<file path="config.mk">
export PLATFORM = sky130hd
export DESIGN_NAME = camera_rx_ctrl_status_regs
export DESIGN_NICKNAME = d
export VERILOG_FILES = /design/src/shared/camera_rx_regs_pkg.sv /design/src/logic/axil_port.sv /design/src/logic/event_bits.sv /design/src/logic/camera_rx_ctrl_status_regs.sv
export SDC_FILE = /design/constraint.sdc
export NUM_CORES = 1
export LEC_CHECK = 0
export BUFFER_PORTS_ARGS = -buffer_cell sky130_fd_sc_hd__buf_2
export CAP_MARGIN = 20
export CORE_MARGIN = 2
export CORE_UTILIZATION = 53
export CTS_CLUSTER_DIAMETER = 100
export DETAILED_ROUTE_END_ITERATION = 6
export GPL_ROUTABILITY_DRIVEN = 0
export PLACE_DENSITY = 0.81
export SLEW_MARGIN = 10
export SYNTH_ARGS = -nofsm -noshare
export SYNTH_HDL_FRONTEND = slang
export SYNTH_HIERARCHICAL = 1
export SYNTH_SLANG_ARGS = --single-unit
</file>
<file path="constraint.sdc">
create_clock -name i_clk_sys -period 2 [get_ports i_clk_sys]
set_input_delay 0.4 -clock i_clk_sys [delete_from_list [all_inputs] [get_ports i_clk_sys]]
set_output_delay 0.4 -clock i_clk_sys [all_outputs]
set_load 0.03 [all_outputs]
</file>
<file path="src/shared/camera_rx_regs_pkg.sv">
/*
  Register map, field positions and reset values for the camera receiver
  control and status register bank.
  Assumes a 7-bit decoded word-aligned address and 32-bit data.
*/
`default_nettype none
package camera_rx_regs_pkg;
  localparam int ADDR_W = 7;
  localparam int DATA_W = 32;
  localparam int LANE_W = 2;
  localparam int CNT_W  = 16;
  localparam int BYTE_W = 16;
  localparam int N_EV   = 3;

  // Register offsets
  localparam logic [ADDR_W-1:0] OFS_LANE_CFG = 7'h04;
  localparam logic [ADDR_W-1:0] OFS_CORE_ST  = 7'h10;
  localparam logic [ADDR_W-1:0] OFS_GIE      = 7'h20;
  localparam logic [ADDR_W-1:0] OFS_EVENT    = 7'h24;
  localparam logic [ADDR_W-1:0] OFS_EV_EN    = 7'h28;

  // Lane configuration fields
  localparam int LANE_ACT_LSB = 0;
  localparam int LANE_MAX_LSB = 3;
  // Lane count fixed at generation, coded 0 = one lane .. 3 = four lanes
  localparam logic [LANE_W-1:0] LANES_GEN = 2'h3;

  // Core status fields
  localparam int ST_BUSY     = 0;
  localparam int ST_LB_FULL  = 1;
  localparam int ST_SPF_NE   = 2;
  localparam int ST_SPF_FULL = 3;
  localparam int ST_CNT_LSB  = 16;
  localparam logic [CNT_W-1:0] CNT_RST = 16'h0000;
  localparam logic [CNT_W-1:0] CNT_ONE = 16'h0001;

  // Master enable bit
  localparam int GIE_BIT = 0;

  // Event bit positions in the register and internal event index
  localparam int EV_FRAME_BIT = 31;
  localparam int EV_WC_BIT    = 22;
  localparam int EV_LANE_BIT  = 21;
  localparam int IDX_FRAME    = 0;
  localparam int IDX_WC       = 1;
  localparam int IDX_LANE     = 2;

  localparam logic [DATA_W-1:0] WORD_ZERO = 32'h0000_0000;
  localparam logic [1:0]        RESP_OKAY = 2'h0;
endpackage : camera_rx_regs_pkg
`default_nettype wire

</file>
<file path="src/logic/axil_port.sv">
/*
  AXI4-Lite slave front end: one write and one read at a time.
  Assumes masters hold valid until ready; strobes are not used.
*/
`timescale 1ns/1ps
`default_nettype none
module axil_port (
  input  wire logic        i_clk_sys,
  input  wire logic        i_arst_n,
  input  wire logic        i_awvalid,
  input  wire logic [6:0]  i_awaddr,
  input  wire logic        i_wvalid,
  input  wire logic [31:0] i_wdata,
  input  wire logic        i_bready,
  input  wire logic        i_arvalid,
  input  wire logic [6:0]  i_araddr,
  input  wire logic        i_rready,
  input  wire logic [31:0] i_rd_word,
  output logic             o_awready,
  output logic             o_wready,
  output logic             o_bvalid,
  output logic [1:0]       o_bresp,
  output logic             o_arready,
  output logic             o_rvalid,
  output logic [31:0]      o_rdata,
  output logic [1:0]       o_rresp,
  output logic             o_wr_en,
  output logic [6:0]       o_wr_addr,
  output logic [31:0]      o_wr_data,
  output logic [6:0]       o_rd_addr
);
  typedef struct packed {
    logic        aw_rdy;
    logic        ar_rdy;
    logic        bvalid;
    logic        rvalid;
    logic        wr_en;
    logic [6:0]  wr_addr;
    logic [31:0] wr_data;
    logic [6:0]  rd_addr;
    logic [31:0] rdata;
  } port_st_t;

  port_st_t s_q;
  port_st_t s_d;

  always_comb begin
    s_d        = s_q;
    s_d.aw_rdy = 1'b0;
    s_d.ar_rdy = 1'b0;
    s_d.wr_en  = 1'b0;
    // Write: accept address and data together
    if (i_awvalid && i_wvalid && !s_q.aw_rdy && !s_q.bvalid) begin
      s_d.aw_rdy  = 1'b1;
      s_d.wr_en   = 1'b1;
      s_d.wr_addr = i_awaddr;
      s_d.wr_data = i_wdata;
    end
    if (s_q.aw_rdy) begin
      s_d.bvalid = 1'b1;
    end else if (i_bready) begin
      s_d.bvalid = 1'b0;
    end
    // Read: latch address, capture word one cycle later
    if (i_arvalid && !s_q.ar_rdy && !s_q.rvalid) begin
      s_d.ar_rdy  = 1'b1;
      s_d.rd_addr = i_araddr;
    end
    if (s_q.ar_rdy) begin
      s_d.rvalid = 1'b1;
      s_d.rdata  = i_rd_word;
    end else if (i_rready) begin
      s_d.rvalid = 1'b0;
    end
  end

  always_ff @(posedge i_clk_sys or negedge i_arst_n) begin
    if (!i_arst_n) begin
      s_q <= '0;
    end else begin
      s_q <= s_d;
    end
  end

  assign o_awready = s_q.aw_rdy;
  assign o_wready  = s_q.aw_rdy;
  assign o_bvalid  = s_q.bvalid;
  assign o_bresp   = camera_rx_regs_pkg::RESP_OKAY;
  assign o_arready = s_q.ar_rdy;
  assign o_rvalid  = s_q.rvalid;
  assign o_rdata   = s_q.rdata;
  assign o_rresp   = camera_rx_regs_pkg::RESP_OKAY;
  assign o_wr_en   = s_q.wr_en;
  assign o_wr_addr = s_q.wr_addr;
  assign o_wr_data = s_q.wr_data;
  assign o_rd_addr = s_q.rd_addr;
endmodule : axil_port
`default_nettype wire

</file>
<file path="src/logic/event_bits.sv">
/*
  Sticky event flags, write one to clear, set wins over clear.
  Assumes set inputs are synchronous pulses or levels.
*/
`timescale 1ns/1ps
`default_nettype none
module event_bits (
  input  wire logic       i_clk_sys,
  input  wire logic       i_arst_n,
  input  wire logic [2:0] i_set,
  input  wire logic       i_clr_en,
  input  wire logic [2:0] i_clr_mask,
  output logic      [2:0] o_bits
);
  typedef struct packed {
    logic [2:0] bits;
  } ev_st_t;

  ev_st_t     s_q;
  ev_st_t     s_d;
  logic [2:0] nxt;

  for (genvar g = 0; g < camera_rx_regs_pkg::N_EV; g++) begin : g_bit
    assign nxt[g] = i_set[g] |
                    (s_q.bits[g] & ~(i_clr_en & i_clr_mask[g]));
  end

  always_comb begin
    s_d      = s_q;
    s_d.bits = nxt;
  end

  always_ff @(posedge i_clk_sys or negedge i_arst_n) begin
    if (!i_arst_n) begin
      s_q <= '0;
    end else begin
      s_q <= s_d;
    end
  end

  assign o_bits = s_q.bits;
endmodule : event_bits
`default_nettype wire

</file>
<file path="src/logic/camera_rx_ctrl_status_regs.sv">
/*
  Control and status register bank of a camera serial receiver:
  lane configuration, core status, master enable, event status.
  Assumes all core inputs are synchronous to i_clk_sys and that software
  keeps the active lane count within the maximum.
*/
// Contract
// - Bits 4:3 of lane config read the fixed generated lane count.
// - Bits 1:0 select active lanes, reset to the generated count.
// - Reading active lanes returns the lane count the core now uses.
// - Status bits 31:16 count every long packet written, reset zero.
// - Packet counter wraps silently with no overflow indication.
// - Status bit 3 shows short packet FIFO full in real time.
// - Status bit 2 shows short packet FIFO not empty in real time.
// - Status bit 1 shows line buffer full in real time.
// - Status bit 0 high while soft reset or disable is in progress.
// - Master enable bit 0 is read-write and resets to zero.
// - Master enable zero holds the interrupt output inactive.
// - Master enable one lets per-source enables choose interrupt events.
// - Event bit 31 sets when a frame end packet arrives.
// - Event bit 22 sets when header count exceeds bytes received.
// - On count corruption process only the bytes actually delivered.
// - Event bits are sticky; write one clears, zero leaves unchanged.
// - A set event in the clearing cycle wins over the clear.
// - Event bit 21 sets while active lanes exceed maximum lanes.
// - Cleared per-source enable blocks only the interrupt, not capture.
`timescale 1ns/1ps
`default_nettype none
module camera_rx_ctrl_status_regs (
  input  wire logic        i_clk_sys,
  input  wire logic        i_arst_n,
  input  wire logic        i_awvalid,
  input  wire logic [6:0]  i_awaddr,
  input  wire logic        i_wvalid,
  input  wire logic [31:0] i_wdata,
  input  wire logic [3:0]  i_wstrb,
  input  wire logic        i_bready,
  input  wire logic        i_arvalid,
  input  wire logic [6:0]  i_araddr,
  input  wire logic        i_rready,
  input  wire logic [1:0]  i_lanes_in_use,
  input  wire logic        i_long_pkt_wr,
  input  wire logic        i_spf_full,
  input  wire logic        i_spf_not_empty,
  input  wire logic        i_line_buf_full,
  input  wire logic        i_reset_busy,
  input  wire logic        i_frame_end,
  input  wire logic        i_pkt_end,
  input  wire logic [15:0] i_hdr_wc,
  input  wire logic [15:0] i_rx_bytes,
  output logic             o_awready,
  output logic             o_wready,
  output logic             o_bvalid,
  output logic [1:0]       o_bresp,
  output logic             o_arready,
  output logic             o_rvalid,
  output logic [31:0]      o_rdata,
  output logic [1:0]       o_rresp,
  output logic [1:0]       o_active_lanes,
  output logic             o_irq,
  output logic             o_pkt_done,
  output logic [15:0]      o_pkt_bytes
);
  typedef struct packed {
    logic [1:0]  active;
    logic        gie;
    logic [2:0]  ev_en;
    logic [15:0] pkt_cnt;
    logic        irq;
    logic        pkt_done;
    logic [15:0] pkt_bytes;
  } regs_st_t;

  regs_st_t    s_q;
  regs_st_t    s_d;
  logic        wr_en;
  logic [6:0]  wr_addr;
  logic [31:0] wr_data;
  logic [6:0]  rd_addr;
  logic [31:0] rd_word;
  logic [2:0]  ev_set;
  logic [2:0]  ev_bits;
  logic        ev_clr;
  logic [2:0]  ev_clr_mask;
  logic        lane_bad;
  logic        wc_bad;

  axil_port u_port (
    .i_clk_sys (i_clk_sys),
    .i_arst_n  (i_arst_n),
    .i_awvalid (i_awvalid),
    .i_awaddr  (i_awaddr),
    .i_wvalid  (i_wvalid),
    .i_wdata   (i_wdata),
    .i_bready  (i_bready),
    .i_arvalid (i_arvalid),
    .i_araddr  (i_araddr),
    .i_rready  (i_rready),
    .i_rd_word (rd_word),
    .o_awready (o_awready),
    .o_wready  (o_wready),
    .o_bvalid  (o_bvalid),
    .o_bresp   (o_bresp),
    .o_arready (o_arready),
    .o_rvalid  (o_rvalid),
    .o_rdata   (o_rdata),
    .o_rresp   (o_rresp),
    .o_wr_en   (wr_en),
    .o_wr_addr (wr_addr),
    .o_wr_data (wr_data),
    .o_rd_addr (rd_addr)
  );

  // Event sources
  assign lane_bad = s_q.active > camera_rx_regs_pkg::LANES_GEN;
  assign wc_bad   = i_pkt_end && (i_rx_bytes < i_hdr_wc);
  assign ev_set[camera_rx_regs_pkg::IDX_FRAME] = i_frame_end;
  assign ev_set[camera_rx_regs_pkg::IDX_WC]    = wc_bad;
  assign ev_set[camera_rx_regs_pkg::IDX_LANE]  = lane_bad;

  // Write one to clear path
  assign ev_clr = wr_en && (wr_addr == camera_rx_regs_pkg::OFS_EVENT);
  assign ev_clr_mask[camera_rx_regs_pkg::IDX_FRAME] =
    wr_data[camera_rx_regs_pkg::EV_FRAME_BIT];
  assign ev_clr_mask[camera_rx_regs_pkg::IDX_WC] =
    wr_data[camera_rx_regs_pkg::EV_WC_BIT];
  assign ev_clr_mask[camera_rx_regs_pkg::IDX_LANE] =
    wr_data[camera_rx_regs_pkg::EV_LANE_BIT];

  event_bits u_events (
    .i_clk_sys  (i_clk_sys),
    .i_arst_n   (i_arst_n),
    .i_set      (ev_set),
    .i_clr_en   (ev_clr),
    .i_clr_mask (ev_clr_mask),
    .o_bits     (ev_bits)
  );

  // Per-source event layout in a 32-bit word
  function automatic logic [31:0] ev_word(input logic [2:0] v);
    logic [31:0] w;
    w = camera_rx_regs_pkg::WORD_ZERO;
    w[camera_rx_regs_pkg::EV_FRAME_BIT] = v[camera_rx_regs_pkg::IDX_FRAME];
    w[camera_rx_regs_pkg::EV_WC_BIT]    = v[camera_rx_regs_pkg::IDX_WC];
    w[camera_rx_regs_pkg::EV_LANE_BIT]  = v[camera_rx_regs_pkg::IDX_LANE];
    return w;
  endfunction : ev_word

  // Read data select, unmapped reads give zero
  always_comb begin
    rd_word = camera_rx_regs_pkg::WORD_ZERO;
    unique case (rd_addr)
      camera_rx_regs_pkg::OFS_LANE_CFG: begin
        rd_word[camera_rx_regs_pkg::LANE_MAX_LSB +: 2] =
          camera_rx_regs_pkg::LANES_GEN;
        rd_word[camera_rx_regs_pkg::LANE_ACT_LSB +: 2] =
          i_lanes_in_use;
      end
      camera_rx_regs_pkg::OFS_CORE_ST: begin
        rd_word[camera_rx_regs_pkg::ST_CNT_LSB +: 16] = s_q.pkt_cnt;
        rd_word[camera_rx_regs_pkg::ST_SPF_FULL] = i_spf_full;
        rd_word[camera_rx_regs_pkg::ST_SPF_NE]   = i_spf_not_empty;
        rd_word[camera_rx_regs_pkg::ST_LB_FULL]  = i_line_buf_full;
        rd_word[camera_rx_regs_pkg::ST_BUSY]     = i_reset_busy;
      end
      camera_rx_regs_pkg::OFS_GIE: begin
        rd_word[camera_rx_regs_pkg::GIE_BIT] = s_q.gie;
      end
      camera_rx_regs_pkg::OFS_EVENT: begin
        rd_word = ev_word(ev_bits);
      end
      camera_rx_regs_pkg::OFS_EV_EN: begin
        rd_word = ev_word(s_q.ev_en);
      end
      default: begin
        rd_word = camera_rx_regs_pkg::WORD_ZERO;
      end
    endcase
  end

  // Register state update
  always_comb begin
    s_d          = s_q;
    s_d.pkt_done = i_pkt_end;
    if (i_pkt_end) begin
      s_d.pkt_bytes = i_rx_bytes;
    end
    if (i_long_pkt_wr) begin
      s_d.pkt_cnt = s_q.pkt_cnt + camera_rx_regs_pkg::CNT_ONE;
    end
    if (wr_en) begin
      unique case (wr_addr)
        camera_rx_regs_pkg::OFS_LANE_CFG: begin
          s_d.active =
            wr_data[camera_rx_regs_pkg::LANE_ACT_LSB +: 2];
        end
        camera_rx_regs_pkg::OFS_GIE: begin
          s_d.gie = wr_data[camera_rx_regs_pkg::GIE_BIT];
        end
        camera_rx_regs_pkg::OFS_EV_EN: begin
          s_d.ev_en[camera_rx_regs_pkg::IDX_FRAME] =
            wr_data[camera_rx_regs_pkg::EV_FRAME_BIT];
          s_d.ev_en[camera_rx_regs_pkg::IDX_WC] =
            wr_data[camera_rx_regs_pkg::EV_WC_BIT];
          s_d.ev_en[camera_rx_regs_pkg::IDX_LANE] =
            wr_data[camera_rx_regs_pkg::EV_LANE_BIT];
        end
        default: begin
          s_d.active = s_q.active;
        end
      endcase
    end
    s_d.irq = s_q.gie && (|(ev_bits & s_q.ev_en));
  end

  always_ff @(posedge i_clk_sys or negedge i_arst_n) begin
    if (!i_arst_n) begin
      s_q        <= '0;
      s_q.active <= camera_rx_regs_pkg::LANES_GEN;
    end else begin
      s_q <= s_d;
    end
  end

  assign o_active_lanes = s_q.active;
  assign o_irq          = s_q.irq;
  assign o_pkt_done     = s_q.pkt_done;
  assign o_pkt_bytes    = s_q.pkt_bytes;
endmodule : camera_rx_ctrl_status_regs
`default_nettype wire

</file>
==> flow_summary_export.csv, run 1 <==
group,metric,value,unit
grt,grt_pass1_vias,3257,
route,viasPerCell,5.09,
critical_path,worstPathCellList,"buf_4 -> buf_2",
grt,grt_remaining_overflow,0,
cells_and_area,antenna_cells,0,
clocking,cts_tree,"yes",
critical_path,reg2reg_slack,330,ps
grt,grt_max_degree,35,
sta,tightest_slew,525,ps
die,initial_core_util,55.3,%
flow_run,cap_violations,0,
grt,grt_pass1_wl,15000,um
route,routed_wl,8380,um
clocking,clock_sinks,98,
critical_path,crit_path_start_kind,"register",
worst_hold_path,hold_depth,2,
critical_path,cp_max_fo,34,
cells_and_area,drive_gt1_share,46.8,%
sta,hold_viol,0,
grt,antenna_found_initial,0,
synth,syn_avg_cell_area,12.9,sq um
sta,min_period,1840,ps
die,rows,33,
sta,setup_tns,0,ps
die,fp.dieW,97.1,um
worst_hold_path,holdPathEnd,"u_events/o_bits[0]",
clocking,root_buffer,"clkbuf_8",
critical_path,critPathRequiredTime,1600,ps
die,num_io_pins,159,
die,dieArea,9420,sq um
route,num_vias,2982,
route,ant_nets,0,
critical_path,crit_path_max_incr_delay,400,ps
clocking,clock_latency,360,ps
critical_path,worstRegToRegCells,4,
power,p_per_area,968,nW/um^2
critical_path,crit_path_top_delay_cell,"dfrtp_1",
cells_and_area,syn_to_final_growth,18.4,%
critical_path,reg2reg_from,"u_port/o_wr_addr[1]",
clocking,cts.htree.levels,3,
route,drt_pass1_iterations,6,
clocking,postCtsSetupBuffers,0,
sta,max_freq,0.543,GHz
clocking,cts_buffer_depth,2,
power,leakage,2.78,nW
sta,rsz0062_at_grt,"no",
power,ir_worst_vdd,0.607,mV
sta,fin_hold_ws,236,ps
route,wl_per_cell,14.3,um
sta,maxSlewHeadroom,64.7,%
sta,slew_violations,0,
grt,track_usage,19.2,%
die,fp.coreArea,8300,sq um
clocking,path_clk_slew,90,ps
synth,synth_warnings,6,
critical_path,cp.arrival,1440,ps
status,status,"completed",
critical_path,path_class,"reg -> out",
critical_path,timing.rr.end,"o_active_lanes[1]",
worst_hold_path,hp-class,"in -> reg",
synth,synthCells,356,
route,drc,0,
worst_hold_path,worstHoldStart,"i_frame_end",
synth,netlist_area,4590,sq um
critical_path,startpoint,"u_port/o_arready",
route,drt_iter0_drc,59,
sta,finalSetupViolCount,0,
cells_and_area,final_net_count,591,
die,die_y,97.1,um
critical_path,worst_setup_path_end_kind,"output port",
place,port_buffers,123,
sta,timing.final.crit_share,92.1,%
sta,skew,12.7,ps
clocking,cts_made_buffers,9,
place,dpl.hpwl,6440,um
layout by cell type, fill, tap and decap left out, drive strengths merged, types with 2 or more instances in the layout:
cell type / instances
mux2: 74
and4: 4
nand4: 6
nand2: 11
a21oi: 6
nor2b: 3
nand2b: 2
ha: 16
nor4: 3
dfrtp: 96
nor2: 5
and4b: 3
bufinv: 2
buf: 129
a22o: 2
a21o: 6
o21ai: 5
dfstp: 2
inv: 23
xor2: 3
a222oi: 4
clkbuf: 10
conb: 16
and2: 14
nand3: 8
nor3: 3
xnor2: 12
and4bb: 2
worst max path at each step:
stage,cells after the start,to
after global routing,2,o_arready
after CTS,2,o_arready
after global placement,7,u_events/o_bits[1]
final,2,o_arready
after floorplan,7,u_events/o_bits[1]
after detailed placement,8,u_events/o_bits[1]
where the power goes:
part	total, mW	switching [mW]	internal [mW]
clock	1.42	0.676	0.743
combinational	1.23	0.684	0.550
sequential	2.61	0.285	2.33
total	5.26	1.64	3.62
final cells by class:
class	instances	area [sq um]
fill	641	2860
clock buffer	10	138
timing repair buffer	130	686
tap	105	131
clock inverter	5	87.6
inverter	22	82.6
multi-input combinational	216	1860
sequential	98	2450
registers in the layout (all words and copies together), names as in the netlist:
signal,cells
o_pkt_bytes,16
u_events/o_bits,3
u_port/o_rvalid,1
u_port/o_wr_addr,7
u_port/o_arready,1
u_port/o_awready,1
o_pkt_done,1
u_port/o_bvalid,1
u_port/o_rd_addr,7
s_q,20
o_irq,1
u_port/o_rdata,32
u_port/o_wr_data,5
o_active_lanes,2
through the flow:
stage,power [mW],setup slack [ps],cell area (sq um),utilization [%],std cells
after global placement,3.83,53.7,5200,62.7,570
after detailed placement,3.90,33.9,5200,62.7,570
final,5.26,158,5440,65.5,586
after floorplan,3.54,227,4640,-,370
after CTS,5.33,141,5440,65.5,586
after global routing,5.55,61.3,5440,65.5,586
routing by layer:
metal / GRT usage [%] / vias up / routed length, um / part of all wire (%)
met2: 33.9 / 58 / 4330 / 52
met3: 3.31 / 15 / 312 / 3.7
met4: 7.15 / 0 / 172 / 2.1
met5: 0 / - / 0 / 0
li1: - / 1447 / - / -
met1: 23.7 / 1462 / 3560 / 43
what timing repair did:
action,4_1_cts,5_1_grt
gates resized for setup,0,0
endpoints found under the hold margin,25,0
hold buffers,1,0
worst max-delay path, delay by kind of cell (launching register included):
kind	cells	cell delay [ps]
buf+inv	2	680
flops	1	400
Power figures use the tool's default switching activity.
==> run 2, diff against run 1 <==
--- a/config.mk
+++ b/config.mk
@@ -7,7 +7,7 @@
 export LEC_CHECK = 0
 export BUFFER_PORTS_ARGS = -buffer_cell sky130_fd_sc_hd__buf_2
 export CAP_MARGIN = 20
-export CORE_MARGIN = 2
+export CORE_MARGIN = 3
 export CORE_UTILIZATION = 53
 export CTS_CLUSTER_DIAMETER = 100
 export DETAILED_ROUTE_END_ITERATION = 6
==> constraint.sdc (replaced) <==
create_clock -name i_clk_sys -period 2 [get_ports i_clk_sys]
set_input_delay 0.5 -clock i_clk_sys [delete_from_list [all_inputs] [get_ports i_clk_sys]]
set_output_delay 0.5 -clock i_clk_sys [all_outputs]
set_load 0.03 [all_outputs]
==> run 2 against run 1 <==
Effect of this change:
- hold slack worse by 210 ps
- clock-buffer cell count is 1 higher
- utilization is 0.33 points higher
- wire length is 5.3% higher
- die area is 4.2% higher
- flip-flop and latch count stayed put
- final cell count is 0.34% higher
- fmax is 5.0% higher
- sequential share of layout area is 0.23 points lower
- clock skew is 1.1 ps higher
- combinational power hardly changed
- critical path type unchanged
- critical endpoint unchanged
- largest cell class unchanged
==> flow_summary_export.csv, run 2 (same netlist as run 1, synthesis figures left out) <==
group,metric,value,unit
status,status,"completed",
cells_and_area,antenna_cells,0,
critical_path,cp_num_buf_inv,2,
clocking,clock_latency,350,ps
sta,min_period,1750,ps
flow_run,cap_violations,0,
clocking,postCtsSetupBuffers,0,
critical_path,cp_max_fo,15,
power,leakage,2.80,nW
critical_path,worstRegToRegCells,6,
cells_and_area,layout_commonest_cell,"buf_2",
die,dieArea,9810,sq um
route,drt_iter0_drc,94,
clocking,cts_hold_buf,0,
sta,max_freq,0.570,GHz
route,drt_pass1_iterations,4,
clocking,cts_resized,0,
route,wl_per_cell,15.0,um
power,ir_worst_vdd,0.921,mV
sta,finalSetupViolCount,0,
route,ant_nets,0,
power,p_per_area,985,nW/um^2
critical_path,path_depth,2,
place,place_ws,-82.8,ps
sta,skew,13.8,ps
clocking,clock_sinks,98,
critical_path,worstPathCellList,"buf_4 -> buf_2",
place,dpl.hpwl,6760,um
die,fp.dieW,99.1,um
clocking,cts.htree.levels,3,
cells_and_area,drive_gt1_share,47.0,%
clocking,root_buffer,"clkbuf_8",
die,initial_core_util,55.3,%
route,routed_wl,8820,um
route,drc,0,
route,viasPerCell,5.19,
grt,track_usage,18.9,%
critical_path,crit_family,"buffers and inverters",
grt,grt_pass1_vias,3240,
grt,grt_remaining_overflow,0,
cells_and_area,final_net_count,593,
critical_path,path_class,"reg -> out",
route,num_vias,3051,
critical_path,worst_setup_path_end_kind,"output port",
die,die_y,99.1,um
clocking,cts_tree,"yes",
grt,grt_pass1_wl,14900,um
clocking,path_clk_slew,90,ps
sta,timing.final.crit_share,87.7,%
sta,setup_tns,0,ps
critical_path,cp.arrival,1250,ps
cells_and_area,fin_cells,588,
cells_and_area,largest_reg_flops,32,
cells_and_area,layout_common_cells,"buf_2, dfrtp_1, mux2_2",
critical_path,crit_path_start_kind,"register",
worst_hold_path,hp-class,"in -> async",
cells_and_area,syn_to_final_growth,19.0,%
grt,antenna_found_initial,0,
die,num_io_pins,159,
sta,slew_violations,0,
die,rows,33,
critical_path,crit_path_max_incr_delay,420,ps
critical_path,critPathRequiredTime,1500,ps
sta,rsz0062_at_grt,"no",
place,port_buffers,123,
power,p_total,5.38,mW
sta,setup_slack,247,ps
die,fp.coreArea,8300,sq um
critical_path,crit_path_top_delay_cell,"dfrtp_1",
clocking,cts_buffer_depth,2,
sta,hold_viol,0,
clocking,cts_made_buffers,9,
place,place_inst,573,
cells_and_area,fin_util,65.8,%
grt,grt_max_degree,37,
==> run 2: final timing paths <==
| kind | slack [ps] | endpoint | from |
|---|---|---|---|
| worst min-delay path | 20 | o_pkt_bytes[3] | i_arst_n |
| worst max-delay path | 250 | o_arready | u_port/o_arready |
| worst min register to register | 490 | s_q[30] | s_q[30] |
| min in group i_clk_sys | 330 | u_events/o_bits[0] | i_frame_end |
| max in group asynchronous | 1360 | u_port/o_rdata[12] | i_arst_n |
| worst max register to register | 340 | u_port/o_rdata[22] | u_port/o_rd_addr[5] |
==> run 2: area by class of cell <==
type	count	area, sq um
Clock buffer	11	141
Clock inverter	4	98.8
Fill cell	678	2840
Inverter	22	82.6
Multi-Input combinational cell	216	1860
Sequential cell	98	2450
Tap cell	105	131
Timing Repair Buffer	132	698
==> run 2: worst register-to-register path, stage by stage, from the launching register on <==
cell and delay [ps]:
dfrtp_1 420, nand2b_1 190, nor4_4 40, buf_4 200, a222oi_1 360, inv_1 70
mux2_2 260
==> run 2: routing by layer <==
metal  GRT usage (%)  routed length, um
met5               0                  0
met4            5.78                115
met3            5.17                481
met2            33.2               4620
met1            22.7               3610
==> run 2: stage by stage <==
stage	hold WS (ps)	cell area (sq um)
floorplan	204	4640
global placement	413	5220
detailed placement	416	5220
CTS	22.6	5460
global route	19.0	5460
finish	23.7	5460
==> run 2: report_power, final <==
group	switching (mW)	total (mW)	internal, mW
clock	0.661	1.52	0.864
combinational	0.690	1.25	0.557
sequential	0.287	2.61	2.33
total	1.64	5.38	3.75
